## src/rtl/tcc_cfg.svh

```systemverilog
/*
  Register map, field positions and constants of the timer capture/compare block.
  Assumes inclusion by the design modules of the block and by the bench.
*/
//
// Behaviour
// - Running count readable as 16-bit register
// - Compare writes move into latch per policy
// - Latch, not value register, feeds comparison
// - Mode bit 8: capture copies count
// - Edge field selects none/rise/fall/both
// - Input field selects a/b/ground/supply
// - Sync bit selects synchronised or direct capture
// - Load field picks when latch loads
// - Pin action field drives channel pin
// - Channel enable gates channel interrupt request
// - Read-only bit shows selected input level
// - Mode 0 output follows direct level bit
// - Overrun set by hardware, cleared by software
// - Channel flag shows pending channel interrupt
// - Vector reports highest-priority pending source other than channel 0
// - Clear command resets counter, self-clears
// - Rollover flag requests only when enabled
`ifndef TCC_CFG_SVH
`define TCC_CFG_SVH

`define TCC_NCH          7
// Byte offsets
`define TCC_OFS_CTRL     8'h00
`define TCC_OFS_COUNT    8'h04
`define TCC_OFS_PERIOD   8'h08
`define TCC_OFS_VECTOR   8'h0c
`define TCC_OFS_ISTAT    8'h10
`define TCC_OFS_IMASK    8'h14
`define TCC_OFS_CTL0     8'h20
`define TCC_OFS_VAL0     8'h40
// Main control bits
`define TCC_CTRL_RUN     4
`define TCC_CTRL_UPDN    3
`define TCC_CTRL_CLR     2
`define TCC_CTRL_ROLLEN  1
`define TCC_CTRL_ROLLFLG 0
// Channel control fields
`define TCC_CC_EDGE_HI   15
`define TCC_CC_EDGE_LO   14
`define TCC_CC_INS_HI    13
`define TCC_CC_INS_LO    12
`define TCC_CC_SYNC      11
`define TCC_CC_LOAD_HI   10
`define TCC_CC_LOAD_LO   9
`define TCC_CC_CAP       8
`define TCC_CC_ACT_HI    7
`define TCC_CC_ACT_LO    5
`define TCC_CC_IE        4
`define TCC_CC_LVL       3
`define TCC_CC_OUT       2
`define TCC_CC_COV       1
`define TCC_CC_FLG       0
// Vector codes
`define TCC_VEC_NONE     16'h0000
`define TCC_VEC_ROLL     16'h000e
`define TCC_RESET16      16'h0000
`endif

```

## src/rtl/tcc_pkg.sv

```systemverilog
/*
  Types of the timer capture/compare block.
  Assumes the constants header sits beside it.
*/
`default_nettype none
package tcc_pkg;
  typedef enum logic [1:0] {
    TCC_EDGE_NONE = 2'b00,
    TCC_EDGE_RISE = 2'b01,
    TCC_EDGE_FALL = 2'b10,
    TCC_EDGE_BOTH = 2'b11
  } tcc_edge_t;

  typedef enum logic [1:0] {
    TCC_LD_WRITE  = 2'b00,
    TCC_LD_ZERO   = 2'b01,
    TCC_LD_ZORP   = 2'b10,
    TCC_LD_PERIOD = 2'b11
  } tcc_load_t;

  typedef struct packed {
    tcc_edge_t  edge_sel;
    logic [1:0] input_sel;
    logic       sync;
    tcc_load_t  load_sel;
    logic       cap_mode;
    logic [2:0] action;
    logic       irq_en;
    logic       out_level;
  } tcc_chcfg_t;

  typedef struct packed {
    logic       zero;
    logic       period;
    logic       at_zero_any;
    logic [15:0] count;
  } tcc_cnt_t;
endpackage : tcc_pkg
`default_nettype wire

```

## src/rtl/tcc_channel.sv

```systemverilog
/*
  One capture/compare channel: input select, capture, shadow latch, pin action.
  Assumes config and count come from the register block on the same clock.
*/
`include "tcc_cfg.svh"
`default_nettype none
module tcc_channel
  import tcc_pkg::*;
(
  // Clock and reset
  input  wire logic        hclk,
  input  wire logic        hresetn,
  // Configuration and count
  input  wire tcc_chcfg_t  cfg,
  input  wire tcc_cnt_t    cnt,
  input  wire logic        val_we,
  input  wire logic [15:0] val_wdata,
  // Pins
  input  wire logic        in_a,
  input  wire logic        in_b,
  // Status
  output logic [15:0]      value_r,
  output logic             level,
  output logic             cap_evt,
  output logic             cap_ovr,
  output logic             match,
  output logic             pin_r
);
  logic [1:0]  a_sync_r;
  logic [1:0]  b_sync_r;
  logic        raw_lvl;
  logic        s_lvl_r;
  logic        a_lvl_r;
  logic        cap_lvl;
  logic        prev_r;
  logic        rise;
  logic        fall;
  logic [15:0] latch_r;
  logic        pend_r;
  logic        load_now;
  logic        match_d_r;

  // ------------------------------------------------------------
  // Input select and synchronisers
  // ------------------------------------------------------------
  always_ff @(posedge hclk or negedge hresetn) begin
    if (!hresetn) begin
      a_sync_r <= 2'h0;
      b_sync_r <= 2'h0;
    end else begin
      a_sync_r <= {a_sync_r[0], in_a};
      b_sync_r <= {b_sync_r[0], in_b};
    end
  end

  always_comb begin
    unique case (cfg.input_sel)
      2'b00: raw_lvl = a_sync_r[1];
      2'b01: raw_lvl = b_sync_r[1];
      2'b10: raw_lvl = 1'b0;
      2'b11: raw_lvl = 1'b1;
    endcase
  end

  // Synchronised mode adds a stage aligned to the timer clock
  always_ff @(posedge hclk or negedge hresetn) begin
    if (!hresetn) begin
      s_lvl_r <= 1'b0;
      prev_r  <= 1'b0;
    end else begin
      s_lvl_r <= raw_lvl;
      prev_r  <= cap_lvl;
    end
  end
  assign a_lvl_r = raw_lvl;
  assign cap_lvl = cfg.sync ? s_lvl_r : a_lvl_r;
  assign level   = raw_lvl;
  assign rise    = cap_lvl & ~prev_r;
  assign fall    = ~cap_lvl & prev_r;

  // ------------------------------------------------------------
  // Capture
  // ------------------------------------------------------------
  always_comb begin
    unique case (cfg.edge_sel)
      TCC_EDGE_NONE: cap_evt = 1'b0;
      TCC_EDGE_RISE: cap_evt = cfg.cap_mode & rise;
      TCC_EDGE_FALL: cap_evt = cfg.cap_mode & fall;
      TCC_EDGE_BOTH: cap_evt = cfg.cap_mode & (rise | fall);
    endcase
  end

  always_ff @(posedge hclk or negedge hresetn) begin
    if (!hresetn) begin
      value_r <= `TCC_RESET16;
    end else if (cap_evt) begin
      value_r <= cnt.count;
    end else if (val_we) begin
      value_r <= val_wdata;
    end
  end

  // ------------------------------------------------------------
  // Shadow latch and compare
  // ------------------------------------------------------------
  always_comb begin
    unique case (cfg.load_sel)
      TCC_LD_WRITE:  load_now = val_we;
      TCC_LD_ZERO:   load_now = pend_r & cnt.zero;
      TCC_LD_ZORP:   load_now = pend_r & cnt.at_zero_any;
      TCC_LD_PERIOD: load_now = pend_r & cnt.period;
    endcase
  end

  always_ff @(posedge hclk or negedge hresetn) begin
    if (!hresetn) begin
      latch_r <= `TCC_RESET16;
      pend_r  <= 1'b0;
    end else if (!cfg.cap_mode) begin
      if (load_now) begin
        latch_r <= (cfg.load_sel == TCC_LD_WRITE) ? val_wdata : value_r;
        pend_r  <= 1'b0;
      end else if (val_we) begin
        pend_r  <= 1'b1;
      end
    end
  end

  // Compare against the latch only
  assign match   = !cfg.cap_mode && (cnt.count == latch_r) && !match_d_r;
  // Second capture before the flag is serviced is an overrun
  assign cap_ovr = cap_evt;

  always_ff @(posedge hclk or negedge hresetn) begin
    // Count and latch both leave reset at zero: no match out of reset
    if (!hresetn) begin
      match_d_r <= 1'b1;
    end else begin
      match_d_r <= !cfg.cap_mode && (cnt.count == latch_r);
    end
  end

  // ------------------------------------------------------------
  // Pin action
  // ------------------------------------------------------------
  always_ff @(posedge hclk or negedge hresetn) begin
    if (!hresetn) begin
      pin_r <= 1'b0;
    end else if (cfg.action == 3'h0) begin
      pin_r <= cfg.out_level;
    end else begin
      unique case (cfg.action)
        3'h1: if (match) pin_r <= 1'b1;
        3'h2: if (match) pin_r <= ~pin_r; else if (cnt.period) pin_r <= 1'b0;
        3'h3: if (match) pin_r <= 1'b1; else if (cnt.period) pin_r <= 1'b0;
        3'h4: if (match) pin_r <= ~pin_r;
        3'h5: if (match) pin_r <= 1'b0;
        3'h6: if (match) pin_r <= ~pin_r; else if (cnt.period) pin_r <= 1'b1;
        3'h7: if (match) pin_r <= 1'b0; else if (cnt.period) pin_r <= 1'b1;
        default: pin_r <= pin_r;
      endcase
    end
  end

  // ------------------------------------------------------------
  // Checks
  // ------------------------------------------------------------
  direct_pin_a: assert property (@(posedge hclk) disable iff (!hresetn)
    $stable(cfg) && cfg.action == 3'h0 |=> pin_r == $past(cfg.out_level))
    else $error("pin does not follow direct level");
  capture_copy_a: assert property (@(posedge hclk) disable iff (!hresetn)
    cap_evt |=> value_r == $past(cnt.count))
    else $error("capture did not copy count");
  edge_off_a: assert property (@(posedge hclk) disable iff (!hresetn)
    cfg.edge_sel == TCC_EDGE_NONE |-> !cap_evt)
    else $error("capture while disabled");
  in_gnd_a: assert property (@(posedge hclk) disable iff (!hresetn)
    cfg.input_sel == 2'b10 |-> !level)
    else $error("ground input not low");
  ld_write_a: assert property (@(posedge hclk) disable iff (!hresetn)
    !cfg.cap_mode && cfg.load_sel == TCC_LD_WRITE && val_we
      |=> latch_r == $past(val_wdata))
    else $error("latch not loaded on write");
endmodule : tcc_channel
`default_nettype wire

```

## src/rtl/tcc_top.sv

```systemverilog
/*
  Timer capture/compare block with AHB-Lite register slave.
  Assumes a single-master AHB-Lite bus, word transfers, hclk at 125 MHz.
*/
`include "tcc_cfg.svh"
`default_nettype none
module tcc_top
  import tcc_pkg::*;
(
  // AHB-Lite slave
  input  wire logic        hclk,
  input  wire logic        hresetn,
  input  wire logic        hsel,
  input  wire logic [7:0]  haddr,
  input  wire logic [1:0]  htrans,
  input  wire logic        hwrite,
  input  wire logic [2:0]  hsize,
  input  wire logic [31:0] hwdata,
  input  wire logic        hready,
  output logic [31:0]      hrdata,
  output logic             hreadyout,
  output logic             hresp,
  // Capture inputs and channel pins
  input  wire logic [6:0]  capture_input_a,
  input  wire logic [6:0]  capture_input_b,
  output logic [6:0]       cc_pin,
  // Interrupt
  output logic             irq
);
  localparam int NCH = `TCC_NCH;

  logic            a_wr_r;
  logic            a_rd_r;
  logic [7:0]      a_addr_r;
  logic [15:0]     ctl_r [NCH];
  tcc_chcfg_t      cfg [NCH];
  logic [15:0]     val [NCH];
  logic [NCH-1:0]  lvl;
  logic [NCH-1:0]  cap_evt;
  logic [NCH-1:0]  cap_ovr;
  logic [NCH-1:0]  match;
  logic [NCH-1:0]  val_we;
  logic [NCH-1:0]  flg_r;
  logic [NCH-1:0]  cov_r;
  logic [15:0]     count_r;
  logic [15:0]     period_r;
  logic            run_r;
  logic            updn_r;
  logic            down_r;
  logic            roll_en_r;
  logic            roll_flg_r;
  logic            roll_evt;
  logic [1:0]      istat_r;
  logic [1:0]      imask_r;
  logic [15:0]     vec;
  logic [NCH-1:0]  vec_clr;
  logic            vec_roll_clr;
  logic            vec_rd;
  tcc_cnt_t        cnt;
  logic [31:0]     rdata;

  // ------------------------------------------------------------
  // Bus address phase capture
  // ------------------------------------------------------------
  always_ff @(posedge hclk or negedge hresetn) begin
    if (!hresetn) begin
      a_wr_r   <= 1'b0;
      a_rd_r   <= 1'b0;
      a_addr_r <= 8'h00;
    end else if (hready) begin
      a_wr_r   <= hsel & htrans[1] & hwrite;
      a_rd_r   <= hsel & htrans[1] & ~hwrite;
      a_addr_r <= haddr;
    end
  end
  assign hreadyout = 1'b1;
  assign hresp     = 1'b0;

  // ------------------------------------------------------------
  // Counter
  // ------------------------------------------------------------
  wire clr_cmd = a_wr_r && a_addr_r == `TCC_OFS_CTRL && hwdata[`TCC_CTRL_CLR];
  assign cnt.count       = count_r;
  assign cnt.zero        = run_r && count_r == 16'h0000;
  assign cnt.period      = run_r && count_r == period_r;
  assign cnt.at_zero_any = cnt.zero | (updn_r & cnt.period);
  assign roll_evt        = run_r && (updn_r ? (down_r && count_r == 16'h0001)
                                             : (count_r == period_r));

  always_ff @(posedge hclk or negedge hresetn) begin
    if (!hresetn) begin
      count_r <= `TCC_RESET16;
      down_r  <= 1'b0;
    end else if (clr_cmd) begin
      count_r <= `TCC_RESET16;
      down_r  <= 1'b0;
    end else if (a_wr_r && a_addr_r == `TCC_OFS_COUNT) begin
      count_r <= hwdata[15:0];
    end else if (run_r) begin
      if (updn_r) begin
        if (!down_r && count_r == period_r) begin
          down_r  <= 1'b1;
          count_r <= count_r - 16'h0001;
        end else if (down_r && count_r == 16'h0001) begin
          down_r  <= 1'b0;
          count_r <= 16'h0000;
        end else begin
          count_r <= down_r ? count_r - 16'h0001 : count_r + 16'h0001;
        end
      end else begin
        count_r <= (count_r == period_r) ? 16'h0000 : count_r + 16'h0001;
      end
    end
  end

  // ------------------------------------------------------------
  // Main control and period
  // ------------------------------------------------------------
  always_ff @(posedge hclk or negedge hresetn) begin
    if (!hresetn) begin
      run_r     <= 1'b0;
      updn_r    <= 1'b0;
      roll_en_r <= 1'b0;
      period_r  <= 16'hffff;
    end else if (a_wr_r) begin
      if (a_addr_r == `TCC_OFS_CTRL) begin
        run_r     <= hwdata[`TCC_CTRL_RUN];
        updn_r    <= hwdata[`TCC_CTRL_UPDN];
        roll_en_r <= hwdata[`TCC_CTRL_ROLLEN];
      end
      if (a_addr_r == `TCC_OFS_PERIOD) begin
        period_r <= hwdata[15:0];
      end
    end
  end

  always_ff @(posedge hclk or negedge hresetn) begin
    if (!hresetn) begin
      roll_flg_r <= 1'b0;
    end else if (roll_evt) begin
      roll_flg_r <= 1'b1;
    end else if (vec_roll_clr) begin
      roll_flg_r <= 1'b0;
    end else if (a_wr_r && a_addr_r == `TCC_OFS_CTRL) begin
      roll_flg_r <= hwdata[`TCC_CTRL_ROLLFLG];
    end
  end

  // ------------------------------------------------------------
  // Channels
  // ------------------------------------------------------------
  for (genvar i = 0; i < NCH; i++) begin : g_ch
    wire [7:0] ctl_ofs = 8'(`TCC_OFS_CTL0 + 4 * i);
    wire [7:0] val_ofs = 8'(`TCC_OFS_VAL0 + 4 * i);
    wire       ctl_we  = a_wr_r && a_addr_r == ctl_ofs;
    assign val_we[i] = a_wr_r && a_addr_r == val_ofs;
    assign cfg[i] = '{edge_sel:  tcc_edge_t'(ctl_r[i][15:14]),
                      input_sel: ctl_r[i][13:12],
                      sync:      ctl_r[i][`TCC_CC_SYNC],
                      load_sel:  tcc_load_t'(ctl_r[i][10:9]),
                      cap_mode:  ctl_r[i][`TCC_CC_CAP],
                      action:    ctl_r[i][7:5],
                      irq_en:    ctl_r[i][`TCC_CC_IE],
                      out_level: ctl_r[i][`TCC_CC_OUT]};

    always_ff @(posedge hclk or negedge hresetn) begin
      if (!hresetn) begin
        ctl_r[i] <= `TCC_RESET16;
      end else if (ctl_we) begin
        ctl_r[i] <= hwdata[15:0];
      end
    end

    // Set wins over every clear
    always_ff @(posedge hclk or negedge hresetn) begin
      if (!hresetn) begin
        flg_r[i] <= 1'b0;
        cov_r[i] <= 1'b0;
      end else begin
        if (cap_evt[i] || match[i]) begin
          flg_r[i] <= 1'b1;
        end else if (vec_clr[i]) begin
          flg_r[i] <= 1'b0;
        end else if (ctl_we) begin
          flg_r[i] <= hwdata[`TCC_CC_FLG];
        end
        if (cap_ovr[i] && flg_r[i]) begin
          cov_r[i] <= 1'b1;
        end else if (ctl_we && !hwdata[`TCC_CC_COV]) begin
          cov_r[i] <= 1'b0;
        end
      end
    end

    tcc_channel u_ch (
      .hclk      (hclk),
      .hresetn   (hresetn),
      .cfg       (cfg[i]),
      .cnt       (cnt),
      .val_we    (val_we[i]),
      .val_wdata (hwdata[15:0]),
      .in_a      (capture_input_a[i]),
      .in_b      (capture_input_b[i]),
      .value_r   (val[i]),
      .level     (lvl[i]),
      .cap_evt   (cap_evt[i]),
      .cap_ovr   (cap_ovr[i]),
      .match     (match[i]),
      .pin_r     (cc_pin[i])
    );
  end

  // ------------------------------------------------------------
  // Interrupt vector
  // ------------------------------------------------------------
  assign vec_rd = a_rd_r && a_addr_r == `TCC_OFS_VECTOR;

  always_comb begin
    vec          = `TCC_VEC_NONE;
    vec_clr      = '0;
    vec_roll_clr = 1'b0;
    if (roll_flg_r && roll_en_r) begin
      vec          = `TCC_VEC_ROLL;
      vec_roll_clr = vec_rd;
    end
    for (int k = NCH - 1; k >= 1; k--) begin
      if (flg_r[k] && cfg[k].irq_en) begin
        vec          = 16'(2 * k);
        vec_clr      = '0;
        vec_clr[k]   = vec_rd;
        vec_roll_clr = 1'b0;
      end
    end
  end

  // ------------------------------------------------------------
  // Sticky status, mask, interrupt line
  // ------------------------------------------------------------
  wire ch0_req = flg_r[0] & cfg[0].irq_en;
  wire vec_req = vec != `TCC_VEC_NONE;

  always_ff @(posedge hclk or negedge hresetn) begin
    if (!hresetn) begin
      istat_r <= 2'h0;
      imask_r <= 2'h0;
    end else begin
      for (int b = 0; b < 2; b++) begin
        if ((b == 0) ? ch0_req : vec_req) begin
          istat_r[b] <= 1'b1;
        end else if (a_wr_r && a_addr_r == `TCC_OFS_ISTAT && hwdata[b]) begin
          istat_r[b] <= 1'b0;
        end
      end
      if (a_wr_r && a_addr_r == `TCC_OFS_IMASK) begin
        imask_r <= hwdata[1:0];
      end
    end
  end
  assign irq = |(istat_r & imask_r);

  // ------------------------------------------------------------
  // Read mux
  // ------------------------------------------------------------
  always_comb begin
    rdata = 32'h0000_0000;
    unique case (a_addr_r)
      `TCC_OFS_CTRL:   rdata = {27'h0, run_r, updn_r, 1'b0, roll_en_r, roll_flg_r};
      `TCC_OFS_COUNT:  rdata = {16'h0, count_r};
      `TCC_OFS_PERIOD: rdata = {16'h0, period_r};
      `TCC_OFS_VECTOR: rdata = {16'h0, vec};
      `TCC_OFS_ISTAT:  rdata = {30'h0, istat_r};
      `TCC_OFS_IMASK:  rdata = {30'h0, imask_r};
      default: begin
        for (int c = 0; c < NCH; c++) begin
          if (a_addr_r == 8'(`TCC_OFS_CTL0 + 4 * c)) begin
            rdata = {16'h0, ctl_r[c][15:4], lvl[c], ctl_r[c][2], cov_r[c], flg_r[c]};
          end
          if (a_addr_r == 8'(`TCC_OFS_VAL0 + 4 * c)) begin
            rdata = {16'h0, val[c]};
          end
        end
      end
    endcase
  end
  assign hrdata = a_rd_r ? rdata : 32'h0000_0000;

  // ------------------------------------------------------------
  // Checks
  // ------------------------------------------------------------
  clear_cmd_a: assert property (@(posedge hclk) disable iff (!hresetn)
    clr_cmd |=> count_r == 16'h0000 && !down_r)
    else $error("clear did not reset counter");
  roll_gate_a: assert property (@(posedge hclk) disable iff (!hresetn)
    !roll_en_r && flg_r[NCH-1:1] == '0 |-> vec == 16'h0000)
    else $error("rollover reported while disabled");
  vec_top_a: assert property (@(posedge hclk) disable iff (!hresetn)
    flg_r[1] && cfg[1].irq_en |-> vec == 16'h0002)
    else $error("channel 1 not highest");
  vec_clear_a: assert property (@(posedge hclk) disable iff (!hresetn)
    vec_rd && vec == 16'h0002 && !cap_evt[1] && !match[1] |=> !flg_r[1])
    else $error("vector read did not clear flag");
  irq_mask_a: assert property (@(posedge hclk) disable iff (!hresetn)
    imask_r == 2'h0 |-> !irq)
    else $error("masked interrupt raised");
  flag_set_a: assert property (@(posedge hclk) disable iff (!hresetn)
    cap_evt[2] |=> flg_r[2])
    else $error("capture did not set flag");
  ovr_stick_a: assert property (@(posedge hclk) disable iff (!hresetn)
    cov_r[3] && !(a_wr_r && a_addr_r == 8'h2c) |=> cov_r[3])
    else $error("overrun dropped without software");
endmodule : tcc_top
`default_nettype wire

```

## config.mk

```make
export PLATFORM = sky130hd
export DESIGN_NAME = tcc_top
export DESIGN_NICKNAME = d
export VERILOG_FILES = /design/src/rtl/tcc_pkg.sv /design/src/rtl/tcc_channel.sv /design/src/rtl/tcc_top.sv
export VERILOG_INCLUDE_DIRS = /design/src /design/src/rtl
export SDC_FILE = /design/constraint.sdc
export NUM_CORES = 1
export LEC_CHECK = 0
export BUFFER_PORTS_ARGS = -buffer_cell sky130_fd_sc_hd__buf_4
export CAP_MARGIN = 20
export CELL_PAD_IN_SITES_DETAIL_PLACEMENT = 2
export CELL_PAD_IN_SITES_GLOBAL_PLACEMENT = 2
export CORE_MARGIN = 2
export CORE_UTILIZATION = 35
export DETAILED_ROUTE_END_ITERATION = 12
export PLACE_DENSITY_LB_ADDON = 0.1
export SLEW_MARGIN = 20
export SYNTH_ARGS = -nofsm -noshare
export SYNTH_HDL_FRONTEND = slang
export SYNTH_HIERARCHICAL = 1
export SYNTH_SLANG_ARGS = --single-unit
```

## constraint.sdc

```tcl
create_clock -name hclk -period 12 [get_ports hclk]
set_input_delay 1.2 -clock hclk [delete_from_list [all_inputs] [get_ports hclk]]
set_output_delay 1.2 -clock hclk [all_outputs]
set_load 0.005 [all_outputs]
```

-- After elaboration in Yosys (flattened, before gate mapping)
Index checks and enable logic that the tools add are counted.
W data, S select, Z words.
- output and inout bits: 42
- register bits after elaboration: 464
- bits in latches: 0
- RAM bits: 0
- memories kept: 0
- logic and storage cells: 776
- memory bits (read-only): 0
- input port bits: 64
- $mul: 0
- shift-type cells: 0
- muxes and demuxes: 233
- eq/ne operators: 162
- $lt $le $gt $ge: 0
- bitwise operators: 99
- reductions and logical operators: 183
- add/sub/neg operators: 2
- divide/modulo/power cells: 0
- operators with widths (operator ; count):
    $mux W16 ; 36
    $mux W32 ; 14
    $pmux W32 S6 ; 1
    $mux W1 ; 147
    $eq A16 B16 Y1 ; 8
    $eq A2 B2 Y1 const B ; 42
    $eq A3 B3 Y1 const B ; 28
    $pmux W1 S4 ; 21
    $ne A3 B1 Y1 const B ; 21
    $logic_and A1 B1 Y1 ; 62
    $and A1 B1 Y1 ; 61
    $eq A8 B6 Y1 const B ; 7
    $eq A8 B7 Y1 const B ; 7
    $reduce_bool A8 Y1 ; 7
    $reduce_bool A2 Y1 ; 25
    $pmux W1 S7 ; 7
    $eq A2 B1 Y1 const B ; 21
    $eq A3 B2 Y1 const B ; 14
    $logic_not A2 Y1 ; 21
    $mux W7 ; 6
    $reduce_and A2 Y1 ; 16
    $reduce_and A4 Y1 ; 8
    $reduce_bool A3 Y1 ; 10
    $not A1 Y1 ; 29
    other kinds (18) ; 60

-- Logic depth before layout (Yosys ltp)
- depth after elaboration: 18
- mapped depth: 15
- depth with buffers taken out: 12

-- By module
Netlist, hierarchy kept.
- by module, submodules not included (module ; times used ; cells an instance ; seq. area each (um^2) ; area an instance (um^2)):
    tcc_top ; 1 ; 1118 ; 3923.8 ; 10351.2
    tcc_channel at g_ch[0].u_ch ... ; 4 ; 206 ; 1027.2 ; 2177.1
    tcc_channel at g_ch[4].u_ch ; 1 ; 208 ; 1027.2 ; 2192.1
    tcc_channel at g_ch[6].u_ch ; 1 ; 212 ; 1027.2 ; 2123.3
    tcc_channel at g_ch[5].u_ch ; 1 ; 212 ; 1027.2 ; 2120.8

-- Least setup slack after synthesis
No wires, ideal clock.
- path kind: register to register
- from: register count_r[0]
- to: register g_ch[5].u_ch.latch_r[1]
- setup time: 0.133 ns
- slack: 7.903 ns
- arrival: 3.964 ns
- stages on the path, launching flop included: 16
- clock period less this slack: 4.097 ns
- required time: 11.867 ns
- path buffers: 4
- cell sequence: dfrtp_1 -> clkbuf_1 -> xnor2_1 -> nand4_1 -> or4_1 -> buf_2 -> nor2_1 -> a21o_1 -> inv_1 -> o21ai_0 -> a21oi_1 -> or3_1 -> clkbuf_1 -> clkbuf_1 -> nand2_1 -> o21ai_0
- RTL lines (what ; RTL line ; RTL):
    start, declared ; tcc_top.sv:45 ; logic [15:0] count_r;
    start signal, assigned ; tcc_top.sv:92 ; count_r <= `TCC_RESET16;
    start signal, assigned ; tcc_top.sv:95 ; count_r <= `TCC_RESET16;
    start signal, assigned ; tcc_top.sv:98 ; count_r <= hwdata[15:0];
    end signal, assigned ; tcc_channel.sv:117 ; latch_r <= `TCC_RESET16;
    end signal, assigned ; tcc_channel.sv:121 ; latch_r <= (cfg.load_sel == TCC_LD_WRITE) ? val_wdata : value_r;
    end, declared ; tcc_channel.sv:38 ; logic [15:0] latch_r;

-- Worst setup path in the final report
- from: register a_addr_r[2]
- to: output port hrdata[11]
- cells in the longest elaborated chain, start to end: 17
- elaborated cells between the ends (all ways): 36
- those cells by class: 19 x eq/ne; 16 x mux; 1 x reduce/logical
- RTL lines (what ; RTL line ; RTL):
    start, declared ; tcc_top.sv:34 ; logic [7:0] a_addr_r;
    start signal, assigned ; tcc_top.sv:73 ; a_addr_r <= haddr;
    $eq A8 B6 Y1 ; tcc_top.sv:275 ; if (a_addr_r == 8'(`TCC_OFS_CTL0 + 4 * c)) begin
    $mux W16 ; tcc_top.sv:275 ;
    $mux W32 ; tcc_top.sv:278 ; if (a_addr_r == 8'(`TCC_OFS_VAL0 + 4 * c)) begin
    $mux W32 ; tcc_top.sv:275 ;
    $mux W32 ; tcc_top.sv:278 ;
    $mux W32 ; tcc_top.sv:275 ;
    $mux W32 ; tcc_top.sv:278 ;
    $mux W32 ; tcc_top.sv:275 ;
    $mux W32 ; tcc_top.sv:278 ;
    $mux W32 ; tcc_top.sv:275 ;
    $mux W32 ; tcc_top.sv:278 ;
    $mux W32 ; tcc_top.sv:275 ;
    $mux W32 ; tcc_top.sv:278 ;
    $mux W32 ; tcc_top.sv:275 ;
    $mux W32 ; tcc_top.sv:278 ;
    $pmux W32 S6 * ; tcc_top.sv:266 ; unique case (a_addr_r)
    $mux W32 * ; tcc_top.sv:285 ; assign hrdata = a_rd_r ? rdata : 32'h0000_0000;
    end, declared ; tcc_top.sv:20 ; output logic [31:0] hrdata,
Every way passes the cells marked *; elsewhere a longest branch is shown, timed or not.

==> impl_metrics.ini <==
[status]
status = complete, no violations

[setup_path]
critPathArrivalTime_ns = 4.58
r2r-start = count_r[10]$_DFFE_PN0P_
r2r_slack_ns = 7.00
cp-start-kind = flop
rr_worst_depth = 12
crit_type = reg2out
crit_fanout = 41
cp-end-kind = primary output
r2r_end = g_ch[6].u_ch/latch_r[1]$_DFFE_PN0P_
cp.required_ns = 10.80

[die]
initial_utilization = 0.355
die_w_um = 274
pin_count = 106
design.core.area_sq_um = 71900
fp-row-count = 98
dieArea_sq_um = 75000
die_h_um = 274

[synth]
syn_avg_cell_area_sq_um = 9.91
synth_seq_cells = 443
synth_edf_count = 0
synth_compound_area_frac = 0.177
yosys_most_used_dff = dfrtp_1
yosysTopAreaCell = dfrtp_1
synth_warnings = 6
synthAdderAreaFrac = 0.00883
ys_seq_area_frac = 0.436
yosysUniqueCellTypes = 89
synth-async-reset-ratio = 1.00
syn_inst = 2574
synth.cell_area_sq_um = 25500
synth_mux_area_frac = 0.155
yosys.area_share.simple = 0.128
yosysTopAreaCellShare = 0.412
synth_area_leaders = dfrtp_1 41%, mux2i_1 11%, mux2_2 4.9%, nand2_1 3.8%, a21oi_1 3.6%
synth_top_family_by_area = compound AO/OA/AOI/OAI gates
synthXorXnorAreaFrac = 0.0460

[clocking]
clock_path_buffers = 3
cts_buffers = 55
hold_buffers = 0
ctsResizeCount = 0
clk_pin_slew_ns = 0.06
postCtsSetupRepairBufs = 0
clock-sinks = 443
h-tree-depth = 2
cts_tree = yes
root_buffer = clkbuf_16
worst_skew_pair.late_latency_ns = 0.64

[worst_hold_path]
hold_class = reg2reg
min_from = g_ch[4].u_ch/b_sync_r[0]$_DFF_PN0_
hold_end = g_ch[4].u_ch/b_sync_r[1]$_DFF_PN0_
min_path_cells = 0

[drt]
wirelength_um = 117000
drc = 0
num_vias = 21801
drt_iter0_markers = 1700
vias_per_cell = 6.09
avgRoutedWirePerCell_um = 32.6
first_pass_iters = 5
ant_nets = 0

[global_route]
grt_overflow_total = 0
grt_pass1_vias = 23230
grt_first_pass_wirelength_um = 170000
antenna_found_initial = 3
grt_start_max_net_pins = 162
track_usage = 0.312

[layout]
fillers = 7715
areaGrowthSynthToFinish_pct = 12.3
fin_util = 0.399
final_common_cell = dfrtp_1
diodes = 0
multiInputGateArea_sq_um = 13300
ff_latch_area_sq_um = 11100
fin_nets = 2664
drive_gt1_frac = 0.182
layout_common_cells = 419 x dfrtp_1, 269 x mux2i_1, 257 x nand2_1

[timing]
min_period_over_period = 0.481
setup_viol = 0
slew_viol_final = 0
max_slew_margin = 0.237
tightest_slew_ns = 1.14
hold_viol = 0
fin_skew_ns = 0.0287
rsz0062_at_grt = no
timing.final.crit_period_ns = 5.78
fin_setup_tns_ns = 0
clock.fmax_mhz = 173

[placement]
io_buffers = 67
gp_congestion = 0.943
hpwl_um = 76500

[pwr]
vdd_drop_max_mv = 0.165
p_leak_nw = 11.5
power_density_nw_per_um2 = 195

[run]
maxCapViolCount = 0
[layout make-up]
| type | instances | area share |
|---|---|---|
| inverters | 48 | 0.00629 |
| repair buffers | 127 | 0.0340 |
| clock inverters | 17 | 0.00651 |
| flip-flops and latches | 443 | 0.388 |
| clock buffers | 86 | 0.0599 |
| multi-input cells | 1907 | 0.464 |
| well taps | 950 | 0.0415 |
[logic make-up after synthesis]
group	Yosys count
AOI/OAI and AO/OA	671
muxes	381
other	2
buffers and inverters	240
and+or+nand+nor	685
adders and majority gates	18
xor gates and xnor gates	134
DFF	443
[state kept, by name, summed over array words and instances (netlist names), 7 cells and up]
signal               cells
a_addr_r                 8
cfg                     91
count_r                 16
cov_r                    7
flg_r                    7
g_ch.u_ch/a_sync_r      14
g_ch.u_ch/b_sync_r      14
g_ch.u_ch/latch_r      112
g_ch.u_ch/match_d_r      7
g_ch.u_ch/pend_r         7
g_ch.u_ch/pin_r          7
g_ch.u_ch/prev_r         7
g_ch.u_ch/s_lvl_r        7
g_ch.u_ch/value_r      112
period_r                16
[synth_stat cells, types with 47 or more instances]
cell type and count:
dfrtp_1 420, o21ai_2 58, nor2_1 202, xnor2_1 89, nand2_1 258, a21oi_1 184, mux2_2 112, clkbuf_1 72
mux2i_1 269, inv_1 47, o21ai_0 151, a22oi_1 54
[how the worst max path moves through the flow]
| stage | from | cells after the start | to |
|---|---|---|---|
| after CTS | a_addr_r[2]$_DFFE_PN0P_ | 7 | hrdata[11] |
| after global routing | a_addr_r[2]$_DFFE_PN0P_ | 7 | hrdata[11] |
| final | a_addr_r[2]$_DFFE_PN0P_ | 7 | hrdata[11] |
| after floorplan | count_r[0]$_DFFE_PN0P_ | 15 | g_ch[5].u_ch/latch_r[1]$_DFFE_PN0P_ |
| after detailed placement | a_addr_r[2]$_DFFE_PN0P_ | 7 | hrdata[11] |
| after global placement | a_addr_r[2]$_DFFE_PN0P_ | 7 | hrdata[11] |
[layer usage]
metal | track usage | wire length, um | up-vias
met3 | 0.0419 | 6190 | 164
li1 | - | - | 9286
met4 | 0.0920 | 3410 | 4
met1 | 0.452 | 54700 | 11712
met2 | 0.483 | 52200 | 635
met5 | 0 | 26 | -
[critical path, cell delays in order, from the launching register on]
cell and delay (ns):
dfrtp_2 0.48, buf_4 0.35, or4b_2 1.12, nor2_1 0.83, nand2_1 0.33, a221oi_1 0.35, a311oi_1 0.25, buf_4 0.22
[per-stage QoR]
step / power [mW] / instances / setup WS (ns) / cell area, sq um / hold slack, ns
floorplan: 3.04 / 2590 / 7.90 / 25600 / 0.331
global placement: 3.71 / 3475 / 6.98 / 26700 / 0.332
detailed placement: 3.79 / 3475 / 6.97 / 26700 / 0.336
CTS: 5.58 / 3578 / 6.29 / 28600 / 0.350
global route: 5.81 / 3578 / 6.12 / 28600 / 0.354
finish: 5.57 / 3578 / 6.22 / 28600 / 0.345
[where the power goes]
group / total, mW / leakage, nW / switching [mW] / internal, mW
Sequential: 2.28 / 5.15 / 0.451 / 1.83
Combinational: 1.53 / 5.41 / 0.970 / 0.557
Clock: 1.77 / 0.941 / 0.723 / 1.04
Total: 5.57 / 11.5 / 2.14 / 3.43
Power figures use the tool's default switching activity.
